--- config.mk ---
export PLATFORM = sky130hd
export DESIGN_NAME = emc_config_regs
export DESIGN_NICKNAME = d
export VERILOG_FILES = /design/src/core/emc_config_regs.v
export VERILOG_INCLUDE_DIRS = /design/src /design/src/core
export SDC_FILE = /design/constraint.sdc
export NUM_CORES = 1
export LEC_CHECK = 0
export ABC_AREA = 1
export BUFFER_PORTS_ARGS = -buffer_cell sky130_fd_sc_hd__buf_4
export CORE_UTILIZATION = 50
export CTS_CLUSTER_SIZE = 24
export DETAILED_ROUTE_END_ITERATION = 6
export HOLD_SLACK_MARGIN = 0.03
export PLACE_DENSITY = 0.73
export SLEW_MARGIN = 0
export SYNTH_ARGS = -nofsm -noshare
export SYNTH_HDL_FRONTEND = slang
export SYNTH_SLANG_ARGS = --single-unit
--- constraint.sdc ---
create_clock -name clk -period 3.94 [get_ports clk]
set_input_delay 0.197 -clock clk [delete_from_list [all_inputs] [get_ports clk]]
set_output_delay 0.197 -clock clk [all_outputs]
set_load 0.05 [all_outputs]
--- src/core/emc_defs.vh ---
/*
 * Register offsets, field positions, reset values and length constants of the
 * ethernet MAC configuration register block.
 * Assumes inclusion by the block's module only; definitions only.
 */
`ifndef EMC_DEFS_VH
`define EMC_DEFS_VH

// =============================================================
// register byte offsets
`define EMC_OFF_FLAGS      5'h00
`define EMC_OFF_IRQ_EN     5'h04
`define EMC_OFF_MGMT       5'h08
`define EMC_OFF_ADDR_HI    5'h0C
`define EMC_OFF_ADDR_LO    5'h10
`define EMC_OFF_LEN_LIMIT  5'h14

// =============================================================
// field positions
`define EMC_BIT_BAD_CARRIER 0
`define EMC_BIT_WAKE_PACKET 1
`define EMC_BIT_LINK_CHANGE 2
`define EMC_BIT_MDC         0
`define EMC_BIT_DIR         1
`define EMC_BIT_DOUT        2
`define EMC_BIT_DIN         3

// =============================================================
// reset values and length decoding
`define EMC_RST_FLAGS      3'h0
`define EMC_RST_LEN_FIELD  12'h000
`define EMC_LEN_STD_TOP    12'h5EE
`define EMC_LEN_STD        12'h5EE
`define EMC_LEN_MAX_TOP    12'h7FF
`define EMC_LEN_MAX        12'h800
`define EMC_CRC_BYTES      12'h004

// axi response codes
`define EMC_RESP_OKAY      2'h0
`define EMC_RESP_SLVERR    2'h2

`endif

--- src/core/emc_config_regs.v ---
/*
 * Ethernet MAC configuration registers: status flags with interrupt enables,
 * software-driven management port, station address, receive length limit and
 * the receive byte gate that applies that limit and strips the CRC.
 * Assumes an AXI4-Lite master on clk, a PHY on the management pins and event
 * lines from the MAC core; pin inputs are asynchronous to clk.
 * The wake-packet event and the receive byte stream come from logic on clk
 * and are used as they arrive.
 * The management clock is formed by software writes alone, so its rate is
 * set by how fast software writes the management register.
 */
`include "emc_defs.vh"

// Operation
// enable bit 2 lets a set link-change flag raise the interrupt
// enable bit 1 lets a set wake-packet flag raise the interrupt
// enable bit 0 gates the bad-carrier flag; enables reset to zero
// reserved bits read as zero; software writes them as zero
// management bit 3 reads back the synchronised data pin level
// management bit 2 drives the data pin only while direction is one
// management bit 1 selects direction: zero phy drives, one device drives
// management bit 0 goes straight out as the management clock
// software bit-bangs each frame, data set before rising edge
// high address register holds station address bits 47 to 16
// low address register holds bits 15 to 0, upper half zero
// first sent octet sits in the high register's top byte
// software resets the mac before changing the station address
// length field: up to 5EE means 1518, 800 and above 2048
// frame length counts destination address through last crc byte
// bytes beyond the configured limit are discarded; the gate keeps them again once its frame count saturates
// crc bytes are never passed on toward memory
// flags set by events, cleared only by writing one
// interrupt is the or of each flag and its enable
module emc_config_regs (
	input  wire        clk,
	input  wire        rst,
	// axi4-lite slave
	input  wire [4:0]  s_axi_awaddr,
	input  wire        s_axi_awvalid,
	output reg         s_axi_awready,
	input  wire [31:0] s_axi_wdata,
	input  wire [3:0]  s_axi_wstrb,
	input  wire        s_axi_wvalid,
	output reg         s_axi_wready,
	output reg  [1:0]  s_axi_bresp,
	output reg         s_axi_bvalid,
	input  wire        s_axi_bready,
	input  wire [4:0]  s_axi_araddr,
	input  wire        s_axi_arvalid,
	output reg         s_axi_arready,
	output reg  [31:0] s_axi_rdata,
	output reg  [1:0]  s_axi_rresp,
	output reg         s_axi_rvalid,
	input  wire        s_axi_rready,
	// events from the mac core and phy
	input  wire        link_status_pin,
	input  wire        wake_packet_evt,
	input  wire        bad_carrier_pin,
	// management pins
	output reg         mgmt_clk,
	output reg         mgmt_data_o,
	output reg         mgmt_data_oe,
	input  wire        mgmt_data_i,
	// receive byte stream from the mac core
	input  wire        rx_valid,
	input  wire [7:0]  rx_byte,
	input  wire        rx_last,
	output reg         mem_valid,
	output reg  [7:0]  mem_byte,
	output reg         mem_last,
	// configuration outputs
	output reg  [47:0] station_address,
	output reg         irq
);

	// =============================================================
	// input synchronisers
	// two flops per pin input; only the second stage feeds logic,
	// so a metastable first stage never reaches the edge detectors
	// or the management read-back bit
	reg [2:0] sync_a;
	reg [2:0] sync_b;
	reg       link_prev;
	reg       carrier_prev;

	always @(posedge clk) begin
		if (rst) begin
			sync_a       <= 3'h0;
			sync_b       <= 3'h0;
			link_prev    <= 1'b0;
			carrier_prev <= 1'b0;
		end else begin
			sync_a       <= {mgmt_data_i, bad_carrier_pin, link_status_pin};
			sync_b       <= sync_a;
			link_prev    <= sync_b[0];
			carrier_prev <= sync_b[1];
		end
	end

	// link change fires on either edge of the synchronised pin,
	// bad carrier on its rising edge only; the previous-sample flops
	// reset to the idle level of the pins, and link_seen masks the
	// first cycle after reset so no false change is seen
	wire       mdio_level = sync_b[2];
	// link event enabled one cycle after reset, a cycle before the first synchronised sample reaches sync_b
	reg        link_seen;
	wire [2:0] events;
	assign events[`EMC_BIT_LINK_CHANGE] = link_seen & (sync_b[0] ^ link_prev);
	assign events[`EMC_BIT_WAKE_PACKET] = wake_packet_evt;
	assign events[`EMC_BIT_BAD_CARRIER] = sync_b[1] & ~carrier_prev;

	// =============================================================
	// axi4-lite write channel
	// address and data are each held in a one-deep slot once taken,
	// in either order; the write lands the cycle after both slots
	// are full and no response is pending, and bvalid rises with it
	// ready pulses for one cycle only, so a master that keeps valid
	// up after its handshake is not taken twice
	reg [4:0]  aw_addr;
	reg        aw_held;
	reg [31:0] w_data;
	reg [3:0]  w_strb;
	reg        w_held;
	wire       do_write = aw_held & w_held & ~s_axi_bvalid;

	always @(posedge clk) begin
		if (rst) begin
			aw_held       <= 1'b0;
			w_held        <= 1'b0;
			aw_addr       <= 5'h00;
			w_data        <= 32'h00000000;
			w_strb        <= 4'h0;
			s_axi_awready <= 1'b0;
			s_axi_wready  <= 1'b0;
			s_axi_bvalid  <= 1'b0;
			s_axi_bresp   <= `EMC_RESP_OKAY;
		end else begin
			s_axi_awready <= ~aw_held & ~s_axi_awready & s_axi_awvalid;
			s_axi_wready  <= ~w_held & ~s_axi_wready & s_axi_wvalid;
			if (s_axi_awvalid & s_axi_awready) begin
				aw_held <= 1'b1;
				aw_addr <= s_axi_awaddr;
			end
			if (s_axi_wvalid & s_axi_wready) begin
				w_held <= 1'b1;
				w_data <= s_axi_wdata;
				w_strb <= s_axi_wstrb;
			end
			if (do_write) begin
				aw_held      <= 1'b0;
				w_held       <= 1'b0;
				s_axi_bvalid <= 1'b1;
				s_axi_bresp  <= addr_ok(aw_addr) ? `EMC_RESP_OKAY : `EMC_RESP_SLVERR;
			end else if (s_axi_bvalid & s_axi_bready) begin
				s_axi_bvalid <= 1'b0;
			end
		end
	end

	// mapped offsets; anything else answers with an error code
	// and leaves every register untouched
	function addr_ok;
		input [4:0] a;
		begin
			addr_ok = (a == `EMC_OFF_FLAGS) || (a == `EMC_OFF_IRQ_EN) ||
				(a == `EMC_OFF_MGMT) || (a == `EMC_OFF_ADDR_HI) ||
				(a == `EMC_OFF_ADDR_LO) || (a == `EMC_OFF_LEN_LIMIT);
		end
	endfunction

	// byte-lane merge of the write data over an old value
	function [31:0] merge;
		input [31:0] old;
		input [31:0] nw;
		input [3:0]  be;
		integer i;
		begin
			merge = old;
			for (i = 0; i < 4; i = i + 1) begin
				if (be[i])
					merge[i*8 +: 8] = nw[i*8 +: 8];
			end
		end
	endfunction

	wire wr_flags = do_write & (aw_addr == `EMC_OFF_FLAGS);
	wire wr_en    = do_write & (aw_addr == `EMC_OFF_IRQ_EN);
	wire wr_mgmt  = do_write & (aw_addr == `EMC_OFF_MGMT);
	wire wr_hi    = do_write & (aw_addr == `EMC_OFF_ADDR_HI);
	wire wr_lo    = do_write & (aw_addr == `EMC_OFF_ADDR_LO);
	wire wr_len   = do_write & (aw_addr == `EMC_OFF_LEN_LIMIT);

	// =============================================================
	// registers
	// enable, management and address registers honour the byte
	// strobes; the three-bit fields live in byte lane zero only
	// reserved bits are never stored, so they always read as zero
	// the management outputs change only by software writes: the
	// clock bit is toggled by software and the data bit is driven
	// onto the shared line only while the direction bit is one
	localparam FLAG_W = 3;
	reg  [2:0]  flags;
	reg  [2:0]  irq_enable;
	reg  [11:0] len_field;
	wire [2:0]  clear_mask = (wr_flags & w_strb[0]) ? w_data[2:0] : 3'h0;
	wire [31:0] hi_next = merge(station_address[47:16], w_data, w_strb);
	wire [31:0] lo_next = merge({16'h0000, station_address[15:0]}, w_data, w_strb);
	wire [31:0] len_next = merge({20'h00000, len_field}, w_data, w_strb);

	always @(posedge clk) begin
		if (rst) begin
			irq_enable      <= 3'h0;
			len_field       <= `EMC_RST_LEN_FIELD;
			station_address <= 48'h000000000000;
			link_seen       <= 1'b0;
			mgmt_clk        <= 1'b0;
			mgmt_data_o     <= 1'b0;
			mgmt_data_oe    <= 1'b0;
			irq             <= 1'b0;
		end else begin
			link_seen <= 1'b1;
			if (wr_en & w_strb[0])
				irq_enable <= w_data[2:0];
			if (wr_mgmt & w_strb[0]) begin
				mgmt_clk     <= w_data[`EMC_BIT_MDC];
				mgmt_data_o  <= w_data[`EMC_BIT_DOUT];
				mgmt_data_oe <= w_data[`EMC_BIT_DIR];
			end
			if (wr_hi)
				station_address[47:16] <= hi_next;
			if (wr_lo)
				station_address[15:0] <= lo_next[15:0];
			if (wr_len)
				len_field <= len_next[11:0];
			irq <= |(flags & irq_enable);
		end
	end

	// =============================================================
	// sticky status flags, one per event source
	// each flag is set by its event and cleared by writing one to
	// it in byte lane zero; writing zero leaves it as it is
	wire [2:0] rst_flags = `EMC_RST_FLAGS;
	genvar g;

	generate
		for (g = 0; g < FLAG_W; g = g + 1) begin : flag_bit
			always @(posedge clk) begin
				if (rst) begin
					flags[g] <= rst_flags[g];
				end else if (events[g]) begin
					// set wins over a simultaneous write-one clear
					flags[g] <= 1'b1;
				end else if (clear_mask[g]) begin
					flags[g] <= 1'b0;
				end
			end
		end
	endgenerate

	// =============================================================
	// axi4-lite read channel
	// read data is captured with arready's handshake and held with
	// rvalid until the master takes it; unmapped offsets answer
	// with an error code and zero data
	reg [31:0] next_rdata;

	always @* begin
		next_rdata = 32'h00000000;
		case (s_axi_araddr)
		`EMC_OFF_FLAGS:     next_rdata[2:0] = flags;
		`EMC_OFF_IRQ_EN:    next_rdata[2:0] = irq_enable;
		`EMC_OFF_MGMT:      next_rdata[3:0] = {mdio_level, mgmt_data_o,
			mgmt_data_oe, mgmt_clk};
		`EMC_OFF_ADDR_HI:   next_rdata = station_address[47:16];
		`EMC_OFF_ADDR_LO:   next_rdata[15:0] = station_address[15:0];
		`EMC_OFF_LEN_LIMIT: next_rdata[11:0] = len_field;
		default:            next_rdata = 32'h00000000;
		endcase
	end

	always @(posedge clk) begin
		if (rst) begin
			s_axi_arready <= 1'b0;
			s_axi_rvalid  <= 1'b0;
			s_axi_rdata   <= 32'h00000000;
			s_axi_rresp   <= `EMC_RESP_OKAY;
		end else begin
			s_axi_arready <= ~s_axi_rvalid & ~s_axi_arready & s_axi_arvalid;
			if (s_axi_arvalid & s_axi_arready) begin
				s_axi_rvalid <= 1'b1;
				s_axi_rdata  <= next_rdata;
				s_axi_rresp  <= addr_ok(s_axi_araddr) ? `EMC_RESP_OKAY : `EMC_RESP_SLVERR;
			end else if (s_axi_rvalid & s_axi_rready) begin
				s_axi_rvalid <= 1'b0;
			end
		end
	end

	// =============================================================
	// receive length gate
	// limit decoding from the programmed field
	// low field values all mean the standard frame size, high ones
	// the largest size; values between are the byte count itself
	wire [11:0] rx_limit = (len_field <= `EMC_LEN_STD_TOP) ? `EMC_LEN_STD :
		(len_field <= `EMC_LEN_MAX_TOP) ? len_field : `EMC_LEN_MAX;

	// the frame counter reaches one on the first destination byte
	// and includes the crc bytes; it saturates at its top value, but the
	// compare uses the count plus one, which wraps to zero there, so a
	// runaway frame falls back under the limit once the count is saturated
	// a truncated frame loses its four last kept bytes as well,
	// since the gate cannot tell crc from payload once it cuts
	// the final byte out goes together with the end mark when the
	// frame was not cut; the end mark follows the last byte in

	// bytes are delayed by four so the crc can be dropped at frame end
	reg  [7:0]  dly [0:3];
	reg  [2:0]  dly_fill;
	reg  [11:0] rx_count;
	wire [11:0] next_count = rx_count + 12'h001;
	wire        in_limit = (next_count <= rx_limit);
	integer k;

	always @(posedge clk) begin
		if (rst) begin
			dly_fill  <= 3'h0;
			rx_count  <= 12'h000;
			mem_valid <= 1'b0;
			mem_byte  <= 8'h00;
			mem_last  <= 1'b0;
			for (k = 0; k < 4; k = k + 1)
				dly[k] <= 8'h00;
		end else begin
			mem_valid <= 1'b0;
			mem_last  <= 1'b0;
			if (rx_valid) begin
				if (rx_count != 12'hFFF)
					rx_count <= next_count;
				// beyond the limit nothing more is kept until the frame count saturates
				if (in_limit) begin
					dly[0] <= rx_byte;
					for (k = 1; k < 4; k = k + 1)
						dly[k] <= dly[k-1];
					if (dly_fill == 3'h4) begin
						mem_valid <= 1'b1;
						mem_byte  <= dly[3];
					end else begin
						dly_fill <= dly_fill + 3'h1;
					end
				end
				if (rx_last) begin
					// the four held bytes are the crc and are dropped
					mem_last  <= 1'b1;
					dly_fill  <= 3'h0;
					rx_count  <= 12'h000;
				end
			end
		end
	end

endmodule // emc_config_regs

======== After elaboration in Yosys (flattened, before gate mapping) ========
Memory sizes are Yosys's and may differ from the RTL's. A register that Yosys moved wholly into a read port is not among the register bits.
Cells that the tools add are included.
storage, ports and cells
  bits in registers ....................... 180
  RAM bits ................................ 32
  input port bits ......................... 67
  output and inout bits ................... 103
  memories kept ........................... 1
operators by class
  add/subtract/negate cells ............... 2
  $lt $le $gt $ge ......................... 3
  eq/ne operators ......................... 13
  mux-type cells .......................... 38
  bitwise operators ....................... 40
  reductions and logical operators ........ 34
memories
  memory  words  width  read ports  clocked after memory_dff  write ports  RTL line               source
  dly     4      8      4           1                         4            emc_config_regs.v:318  reg [7:0] dly [0:3];
operator list
  kind                                                              number
  two-way mux 12 bit                                                4
  two-way mux 8 bit                                                 4
  bitwise AND 1 bit                                                 24
  less-or-equal comparator 12 x 11 -> 1 bit, second input constant  2
  one-hot mux 8 bit (3 select lines)                                1
  equality test 5 x 4 -> 1 bit, second input constant               4
  equality test 5 bit, second input constant                        4
  two-way mux 1 bit                                                 19
  one-hot mux 3 bit (6 select lines)                                1
  AND reduction 2 bit                                               9
  two-way mux 16 bit                                                1
  nonzero test 2 bit                                                7
  adder 12 x 1 -> 12 bit, second input constant                     1
  less-or-equal comparator 12 bit                                   1
  two-way mux 3 bit                                                 4
  inequality test 12 bit, second input constant                     1
  equality test 5 x 3 -> 1 bit, second input constant               2
  zero test 5 bit                                                   2
  logical OR 1 bit                                                  10
  inverter 1 bit                                                    10
  one-hot mux 4 bit (2 select lines)                                1
  AND reduction 3 bit                                               2
  OR reduction 3 bit                                                2
  two-way mux 2 bit                                                 2
  8 further kinds                                                   12

======== Depth between registers and ports, before layout ========
Gate-level depths: netlist of run 1.
  depth in word-level cells ............... 9
  gate-level depth with buffers ........... 21

======== Worst setup path after synthesis of run 1 ========
Ideal clock, no wire load.
  kind .................................... register to register
  from .................................... register rx_count[0]
  to ...................................... memory dly[0][0], enable pin
  arrival time ............................ 2755 ps
  slack ................................... 796 ps
  cell stages (with the launch flop) ...... 17
  buffers on the path ..................... 1
  clock period less this slack ............ 3144 ps
  cells stage by stage .................... dfxtp_1 -> ha_1 -> nand2_1 -> nor2_2 -> nand4_1 -> xor2_1 -> inv_1 -> ha_1 -> nand2_1 -> inv_1 -> nand2_1 -> nor2_1 -> nand4_1 -> nand2_1 -> buf_2 -> nand2_1 -> nand2_1
RTL lines
  what                      RTL line               source
  start: declaration        emc_config_regs.v:320  reg [11:0] rx_count;
  start signal: assignment  emc_config_regs.v:339  rx_count <= next_count;
  end: declaration          emc_config_regs.v:318

==> run_results.csv, run 1 <==
group,metric,value,unit
synth,synth_area_per_cell,8.06,um2
timing,fin_crit,3.40,ns
worst_setup_path,cpMostUsedCell,"nand2_1",
run_status,status,"finished clean",
worst_hold_path,min_path_type,"in -> reg",
floorplan,rows,48,
placed_design,io_buffers,167,
worst_setup_path,r2r_end,"dly[1][1]$_SDFFCE_PN0P_",
finish,final_cell_mix,"dfxtp_1 (186), buf_4 (174), nor2_1 (167)",
synth,ys_warn_count,0,
worst_hold_path,hold_start,"s_axi_araddr[1]",
worst_setup_path,crit_slowest_cell,"buf_4",
job,maxCapViolations,0,
floorplan,die_h,136,um
pwr,total_power,4980,uW
timing,post-route-period-util,0.862,
worst_setup_path,worstReg2RegStart,"len_field[11]$_SDFFE_PP0P_",
global_routing,antenna_found_initial,1,
timing,tightest_slew,1.14,ns
finish,drive_gt1_frac,0.181,
worst_setup_path,critPathCaptureType,"flip-flop",
worst_hold_path,whs_endpoint,"s_axi_rdata[0]$_SDFFE_PP0P_",
timing,rsz0062_at_grt,"false",
timing,timing.fmax,294,MHz
drt,wire_per_inst,14.9,um
synth,synthAdderAreaFrac,0.0211,
placed_design,dpl.hpwl,15200,um
synth,seq_area_frac_synth,0.526,
global_routing,overflow,0,
synth,synth-compound-area-share,0.168,
drt,dr.pass1.iters,5,
drt,drc,0,
worst_setup_path,path_cells,"inv_1, nand4_1, nor3_1, nand3_1, nand2_1, inv_1, a21oi_1, ha_1, a21oi_1, nand2_1, nand2_1, nand3_1, nand2_1, nand2_1, nand2_1, buf_4",
timing,whs,0.0452,ns
clocking,cts_sinks,218,
synth,synth_top_family_by_area,"simple AND/OR/NAND/NOR gates",
pwr,power_density,426,mW/mm2
floorplan,initial_utilization,0.513,
synth,synth.distinct_cells,41,
drt,drt_iter0_markers,397,
clocking,post_cts_buffers,0,
clocking,cts_tree,"built",
finish,final_common_cell,"dfxtp_1",
synth,synth_edf_count,32,
timing,hold_viol,0,
synth,ys.flop_type,"dfxtp_1",
timing,skew,0.00852,ns
timing,setup_violations,0,
synth,synthMuxAreaShare,0,
floorplan,core_region_area,0.0174,mm2
synth,netlist_instances,1106,
floorplan,die_x,136,um
worst_setup_path,crit_type,"reg -> reg",
pwr,p_leak,0.00497,uW
timing,slew_headroom,0.239,
global_routing,grt_pass1_vias,7436,
synth,ys_seq_elements,218,
finish,fill_cells,1484,
finish,num-nets-final,1397,
global_routing,grt_max_degree,137,
synth,synthSimpleGateAreaFrac,0.181,
drt,drt_wl_total,23200,um
pwr,ir_drop,0.000526,V
synth,synth_xor_area_frac,0.0108,
clocking,clk_pin_slew,0.06,ns
worst_setup_path,cp_max_fo,32,
floorplan,io_pins,170,
finish,syn_to_final_growth,31.1,%
drt,ant_nets,0,
timing,fin_setup_tns,0,ns
global_routing,grt_pass1_wl,36600,um
synth,syn_area,0.00891,mm2
worst_setup_path,worstPathRequired,4.11,ns
worst_setup_path,regToRegSetupSlack,0.54,ns
worst_hold_path,holdPathStages,4,
synth,ys_async_sr_fraction,0,
clocking,cts_root_buf,"clkbuf_16",
drt,vias_per_cell,5.11,
clocking,ctsHtreeMaxLevel,1,
floorplan,die_area,0.0184,mm2
clocking,clock_latency,0.52,ns
drt,vias,7968,
worst_setup_path,worstPathArrival,3.57,ns
worst_setup_path,cp-start-kind,"flip-flop",
timing,slew_viol_final,0,
worst_setup_path,worstRegToRegCells,16,
clocking,numCtsBuffers,23,
placed_design,place.gp.congestion,0.858,
finish,utilization,0.673,
worst_setup_path,max_stage_delay,0.36,ns
global_routing,grtUsageTotal,0.252,
clocking,cts.path.max_buffers,3,
-- flip-flops by register name, indices dropped and copies added (netlist names), 4 cells and up --
register         cells
aw_addr              5
dly                 32
len_field           12
mem_byte             8
rx_count            12
s_axi_rdata         32
station_address     48
w_data              32
w_strb               4
-- power breakdown --
group	switching (uW)	leakage (uW)	internal (uW)
Combinational	216	0.00272	153
Clock	875	0.000391	1380
Sequential	37.9	0.00186	2320
Total	1130	0.00497	3850
-- final cells by class --
type	instances	area (um2)	share of cell area
inverters	155	583	0.0499
clock buffers	34	667	0.0571
repair buffers	236	1930	0.165
multi-input cells	681	3400	0.291
well taps	225	282	0.0241
clock inverters	8	133	0.0114
flip-flops and latches	218	4680	0.401
diodes	1	2.50	0.000214
-- critical path: cells and delay by family (launching register included) --
family / cells / cell delay (ns)
AOI/OAI and AO/OA: 2 / 0.33
adders and majority gates: 1 / 0.27
buffers and inverters: 3 / 0.82
DFF: 1 / 0.33
and+or+nand+nor: 10 / 1.27
-- logic make-up after synthesis --
family,after synthesis
AOI/OAI and AO/OA,286
xor gates and xnor gates,11
adders and majority gates,15
buffers and inverters,208
DFF,218
other,1
and+or+nand+nor,367
-- through the flow --
step | setup slack [ns] | cells | instance area (um2)
after floorplan | 0.796 | 1107 | 8920
after global placement | 0.785 | 1453 | 10300
after detailed placement | 0.678 | 1453 | 10300
after CTS | 0.627 | 1557 | 11700
after global routing | 0.201 | 1558 | 11700
final | 0.543 | 1558 | 11700
-- Yosys cell counts, types with 4 or more instances --
library cell	instances	area share
nor2_4	4	0.0051
nor3_1	7	0.0039
o211ai_1	7	0.0059
xor2_1	10	0.0098
edfxtp_1	32	0.11
inv_2	7	0.0029
dfxtp_1	186	0.42
nand3_1	15	0.0084
buf_2	10	0.0056
nand2_1	129	0.054
nor4_1	4	0.0028
nor2_1	167	0.070
nand4_1	21	0.015
inv_1	144	0.061
o22ai_1	5	0.0035
clkbuf_1	36	0.015
o21ai_0	129	0.072
ha_1	15	0.021
o221ai_1	6	0.0059
o21ai_1	6	0.0034
nor2_2	5	0.0035
clkinv_1	4	0.0017
a21oi_1	125	0.070
nand3_2	6	0.0067
-- metal layers --
metal | global-route usage | share of wire | vias to the layer above
met5 | 0 | 0 | -
met4 | 0.0824 | 0.027 | 0
met3 | 0.0569 | 0.059 | 35
met2 | 0.420 | 0.48 | 218
met1 | 0.322 | 0.43 | 3692
li1 | - | - | 4023
-- how the worst max path moves through the flow --
| stage | startpoint | endpoint | slack, ns |
|---|---|---|---|
| floorplan | rx_count[0]$_SDFFE_PP0P_ | dly[0][0]$_SDFFCE_PN0P_ | 0.80 |
| global placement | len_field[11]$_SDFFE_PP0P_ | dly[0][2]$_SDFFCE_PN0P_ | 0.79 |
| detailed placement | len_field[11]$_SDFFE_PP0P_ | dly[1][2]$_SDFFCE_PN0P_ | 0.68 |
| CTS | len_field[11]$_SDFFE_PP0P_ | dly[0][2]$_SDFFCE_PN0P_ | 0.63 |
| global route | len_field[11]$_SDFFE_PP0P_ | dly[0][0]$_SDFFCE_PN0P_ | 0.20 |
| finish | len_field[11]$_SDFFE_PP0P_ | dly[1][1]$_SDFFCE_PN0P_ | 0.54 |
-- repair_timing --
item	CTS	global route
hold buffers	62	0
hold endpoints to repair	63	0
gates resized for setup	0	0
(Power assumes the default switching activity.)
==> run 2: changes to the inputs <==
clock period = 3.55 ns   (was 3.94 ns; I/O delays follow)
==> run 2 against run 1 <==
Global-route usage about the same; clock power is essentially flat; hold slack improved by 0.011 ns; count of clock-buffer cells in the layout shrank 1; critical path type unchanged; sequential power up 11%; non-clock buffer count did not move; combinational power increased by 12%; core utilization fell by 0.42 points; worst setup slack got worse by 0.17 ns; largest power group unchanged; highest routed layer unchanged.
==> run_results.csv, run 2 (synthesis results as in run 1) <==
group,metric,value,unit
timing,slew_viol_final,0,
timing,fin_setup_tns,0,ns
worst_setup_path,worstPathArrival,3.39,ns
drt,drc,0,
drt,dr.pass1.iters,5,
global_routing,grt_max_degree,137,
worst_setup_path,cp-start-kind,"flip-flop",
floorplan,initial_utilization,0.513,
worst_hold_path,holdPathStages,4,
floorplan,io_pins,170,
timing,post-route-period-util,0.896,
clocking,post_cts_buffers,0,
floorplan,die_x,136,um
timing,tightest_slew,1.17,ns
pwr,p_comb_frac,0.077,
drt,vias,7885,
worst_setup_path,cp_max_fo,32,
worst_setup_path,worstPathRequired,3.76,ns
clocking,clock_latency,0.51,ns
finish,utilization,0.669,
pwr,ir_drop,0.000394,V
placed_design,place.gp.congestion,0.856,
finish,final_cell_mix,"dfxtp_1 (186), buf_4 (173), nor2_1 (167)",
pwr,p_sw,1240,uW
pwr,p_int,4080,uW
drt,vias_per_cell,5.06,
finish,num-nets-final,1397,
floorplan,die_area,0.0184,mm2
placed_design,io_buffers,167,
run_status,status,"finished clean",
clocking,clk_pin_slew,0.06,ns
clocking,cts_tree,"built",
timing,hold_viol,0,
finish,largest_register_ffs,48,
clocking,cts.path.max_buffers,3,
pwr,power_density,458,mW/mm2
clocking,ctsHtreeMaxLevel,1,
worst_setup_path,critPathCaptureType,"flip-flop",
timing,slew_headroom,0.219,
floorplan,rows,48,
pwr,sw_frac_of_total,0.233,
worst_setup_path,worstRegToRegCells,17,
pwr,p_clk_frac,0.430,
global_routing,grtUsageTotal,0.252,
floorplan,die_h,136,um
drt,ant_nets,0,
global_routing,overflow,0,
worst_hold_path,min_path_type,"in -> reg",
pwr,p_leak,0.00493,uW
clocking,cts_root_buf,"clkbuf_16",
clocking,cts_sinks,218,
timing,skew,0.0142,ns
timing,timing.fmax,314,MHz
finish,fill_cells,1466,
pwr,power_frac_seq,0.493,
drt,drt_iter0_markers,422,
worst_setup_path,crit_type,"reg -> reg",
floorplan,core_region_area,0.0174,mm2
timing,setup_violations,0,
global_routing,antenna_found_initial,1,
finish,drive_gt1_frac,0.177,
timing,fin_crit,3.18,ns
finish,syn_to_final_growth,30.3,%
finish,top_register,"station_address",
drt,wire_per_inst,14.8,um
clocking,numCtsBuffers,23,
finish,final_common_cell,"dfxtp_1",
global_routing,grt_pass1_wl,36800,um
placed_design,dpl.hpwl,15000,um
job,maxCapViolations,0,
timing,rsz0062_at_grt,"false",
global_routing,grt_pass1_vias,7428,
drt,drt_wl_total,23000,um
## run 2: cell types whose count changed in the layout (fill, tap and decap cells not counted), sizes merged
| cell | before | now |
|---|---|---|
| inv | 151 | 150 |
| clkbuf | 34 | 33 |
| bufinv | 3 | 1 |
| clkinv | 8 | 12 |
## run 2: area by class of cell
| class | count | area, um2 | area share |
|---|---|---|---|
| tap | 225 | 282 | 0.0242 |
| inverter | 155 | 587 | 0.0505 |
| clock buffer | 33 | 643 | 0.0554 |
| sequential | 218 | 4680 | 0.403 |
| timing repair buffer | 236 | 1940 | 0.167 |
| multi-input combinational | 681 | 3400 | 0.293 |
| antenna | 1 | 2.50 | 0.000216 |
| clock inverter | 9 | 67.6 | 0.00582 |
## run 2: power by group through the flow
stage / clock [uW] / combinational [uW] / sequential, uW
CTS: 2310 / 409 / 2620
global route: 2400 / 452 / 2620
floorplan: 0 / 171 / 2720
global placement: 0 / 346 / 2670
detailed placement: 0 / 352 / 2670
finish: 2280 / 412 / 2620
## run 2: final timing paths
check | start | to | slack [ns]
hold reg to reg | sync_a[0]$_SDFF_PP0_ | sync_b[0]$_SDFF_PP0_ | 0.40
hold / removal | s_axi_araddr[4] | s_axi_rdata[2]$_SDFFE_PP0P_ | 0.06
setup / recovery | len_field[11]$_SDFFE_PP0P_ | dly[1][5]$_SDFFCE_PN0P_ | 0.37
setup reg to reg | len_field[11]$_SDFFE_PP0P_ | dly[1][5]$_SDFFCE_PN0P_ | 0.37
## run 2: per-layer routing
layer  vias up  part of all wire  GRT usage  routed length (um)
met5         -                 0          0                   0
met4         0             0.016     0.0593                 377
met3        32             0.059     0.0554                1350
met2       193              0.47      0.428               10900
met1      3633              0.45      0.326               10400
li1       4027                 -          -                   -
## run 2: worst max-delay path, stage by stage, from the launching register on
cell        delay (ns)
dfxtp_1           0.40
clkinvlp_4        0.27
nand3_1           0.19
nand2_1           0.06
nor2_1            0.11
nand2_1           0.07
inv_1             0.21
a21oi_1           0.07
ha_1              0.28
nand2_1           0.04
inv_1             0.04
nand2_1           0.07
nor2_1            0.15
nand4_1           0.13
nand2_1           0.31
nand2_1           0.11
nand2_1           0.13
buf_12            0.22
## run 2: stage by stage
stage	setup slack, ns	cells	instance area [um2]	total power [uW]	hold WS [ns]
after CTS	0.323	1557	11600	5340	0.0435
after floorplan	0.406	1107	8920	2890	0.284
after global placement	0.516	1453	10300	3020	0.384
after detailed placement	0.383	1453	10300	3020	0.390
after global routing	0.0208	1558	11600	5480	0.0772
final	0.370	1558	11600	5310	0.0557
## run 2: repair_timing
action                                  in CTS  in global routing
resized for setup                            0                  1
endpoints found under the setup margin       0                 37
hold buffers                                62                  0
endpoints found under the hold margin       62                  0
==> run 3: changes to the inputs <==
RECOVER_POWER = 50   (was default)
==> run 3 against run 2 <==
The run now ends with capacitance limit, slew limit left; clock power barely moved; first-iteration DRC count rose by 0.95%; die area did not move; global-route usage did not move; critical path depth rose by 1; critical path type unchanged; critical endpoint is now dly[0][1]$_SDFFCE_PN0P_; design area fell by 3.6%; highest routed layer unchanged; fmax fell by 0.10%; via count fell by 0.19%; power fell by 0.38%; routed wire length fell by 0.58%; sequential power barely moved.
==> run_results.csv, run 3 (synthesis results as in run 1) <==
group,metric,value,unit
placed_design,dpl.hpwl,15000,um
clocking,cts_tree,"built",
worst_setup_path,worstPathRequired,3.80,ns
clocking,cts.path.max_buffers,3,
timing,rsz0062_at_grt,"false",
finish,num-nets-final,1397,
placed_design,io_buffers,167,
finish,fill_cells,1598,
drt,vias,7870,
run_status,status,"finished, violations left",
timing,whs,0.0581,ns
floorplan,initial_utilization,0.513,
global_routing,grt_pass1_wl,36800,um
timing,skew,0.0134,ns
timing,post-route-period-util,0.897,
placed_design,place.gp.congestion,0.856,
clocking,numCtsBuffers,23,
timing,slew_viol_final,171,
worst_setup_path,max_stage_delay,0.41,ns
worst_setup_path,worstPathArrival,3.44,ns
timing,fin_setup_tns,0,ns
timing,fin_crit,3.18,ns
worst_setup_path,worstRegToRegCells,18,
floorplan,io_pins,170,
global_routing,overflow,0,
pwr,p_leak,0.00447,uW
drt,drt_iter0_markers,426,
job,maxCapViolations,2,
worst_hold_path,min_path_type,"in -> reg",
clocking,clock_latency,0.51,ns
global_routing,antenna_found_initial,1,
timing,setup_violations,0,
worst_setup_path,path_cells,"clkinvlp_4, nand3_1, nand2_1, nor2_1, nand2_1, inv_1, a21oi_1, ha_1, nand2_1, inv_1, nand2_1, nor2_1, nand2_1, nand3_1, nand2_1, nand3_1, buf_4, nor2_1",
finish,syn_to_final_growth,25.6,%
clocking,cts_root_buf,"clkbuf_16",
pwr,power_density,473,mW/mm2
finish,top_register,"station_address",
worst_setup_path,regToRegSetupSlack,0.37,ns
finish,final_cell_mix,"dfxtp_1 (186), nor2_1 (168), inv_1 (143)",
timing,timing.fmax,314,MHz
worst_setup_path,critPathCaptureType,"flip-flop",
finish,multi_input_area,0.00339,mm2
global_routing,grt_pass1_vias,7428,
worst_setup_path,crit_slowest_cell,"dfxtp_1",
finish,largest_register_ffs,48,
drt,ant_nets,0,
worst_setup_path,cp-start-kind,"flip-flop",
global_routing,grtUsageTotal,0.252,
clocking,cts_sinks,218,
timing,slew_headroom,-0.504,
finish,final_common_cell,"dfxtp_1",
clocking,ctsHtreeMaxLevel,1,
drt,dr.pass1.iters,5,
worst_hold_path,holdPathStages,4,
run_status,violations,"capacitance limit, slew limit",
pwr,ir_drop,0.000390,V
floorplan,die_h,136,um
floorplan,rows,48,
drt,drt_wl_total,22900,um
worst_setup_path,cp_max_fo,32,
worst_setup_path,worstReg2RegStart,"len_field[11]$_SDFFE_PP0P_",
drt,drc,0,
worst_setup_path,crit_buf_inv,4,
finish,seq_area,0.00468,mm2
finish,instances_no_fill,1558,
worst_setup_path,cpMostUsedCell,"nand2_1",
finish,utilization,0.645,
worst_setup_path,crit_type,"reg -> reg",
timing,tightest_slew,2.26,ns
worst_hold_path,hold_start,"s_axi_araddr[4]",
clocking,clk_pin_slew,0.06,ns
global_routing,grt_max_degree,137,
placed_design,dp_cells,1453,
drt,wire_per_inst,14.7,um
drt,vias_per_cell,5.05,
worst_setup_path,path_delay_family,"simple AND/OR/NAND/NOR gates",
worst_hold_path,whs_endpoint,"s_axi_rdata[2]$_SDFFE_PP0P_",
floorplan,core_region_area,0.0174,mm2
floorplan,die_x,136,um
timing,hold_viol,0,
floorplan,die_area,0.0184,mm2
worst_setup_path,r2r_end,"dly[0][1]$_SDFFCE_PN0P_",
finish,drive_gt1_frac,0.0953,
==> run 3: worst min-delay path, stage by stage <==
cell and delay, ns:
buf_4 0.09, nor2_1 0.07, nand4_1 0.09, a31oi_1 0.08
==> run 3: what timing repair did <==
item                                   in CTS  in global routing
endpoints found under the hold margin      62                  0
hold buffers                               62                  0
setup buffers                               0                  0
gates resized for setup                     0                  1
setup endpoints to repair                   0                 37
==> run 3: worst max path at each step <==
stage	cells past startpoint	start	slack (ns)	end
2_1_floorplan	16	rx_count[0]$_SDFFE_PP0P_	0.41	dly[0][0]$_SDFFCE_PN0P_
5_1_grt	18	len_field[11]$_SDFFE_PP0P_	0.02	dly[2][6]$_SDFFCE_PN0P_
3_3_place_gp	18	len_field[11]$_SDFFE_PP0P_	0.52	dly[0][2]$_SDFFCE_PN0P_
6_report	18	len_field[11]$_SDFFE_PP0P_	0.37	dly[0][1]$_SDFFCE_PN0P_
4_1_cts	16	len_field[11]$_SDFFE_PP0P_	0.32	dly[3][0]$_SDFFCE_PN0P_
3_5_place_dp	16	len_field[11]$_SDFFE_PP0P_	0.38	dly[0][2]$_SDFFCE_PN0P_
==> run 3: per-stage QoR <==
stage	setup slack (ns)	instance area (um2)	total power, uW
after detailed placement	0.383	10300	3020
after global placement	0.516	10300	3020
after floorplan	0.406	8920	2890
after global routing	0.0202	11200	5460
after CTS	0.323	11600	5340
final	0.366	11200	5290
==> run 3: final cells by class <==
cell class,count,share of cell area
well taps,225,0.0252
multi-input cells,681,0.303
repair buffers,236,0.137
clock buffers,33,0.0575
inverters,155,0.0524
diodes,1,0.000224
clock inverters,9,0.00604
flip-flops and latches,218,0.419
==> run 3: report_power, final <==
group	switching, uW	total [uW]	internal, uW
logic	239	397	157
clock network	950	2280	1330
registers	40.4	2620	2580
total	1230	5290	4060
==> run 3: layer usage <==
layer / vias up / wire [um] / share of wire / global-route usage
met5: - / 0 / 0 / 0
met4: 0 / 449 / 0.020 / 0.0593
met3: 35 / 1350 / 0.059 / 0.0554
met2: 184 / 10700 / 0.47 / 0.428
met1: 3627 / 10400 / 0.45 / 0.326
li1: 4024 / - / - / -
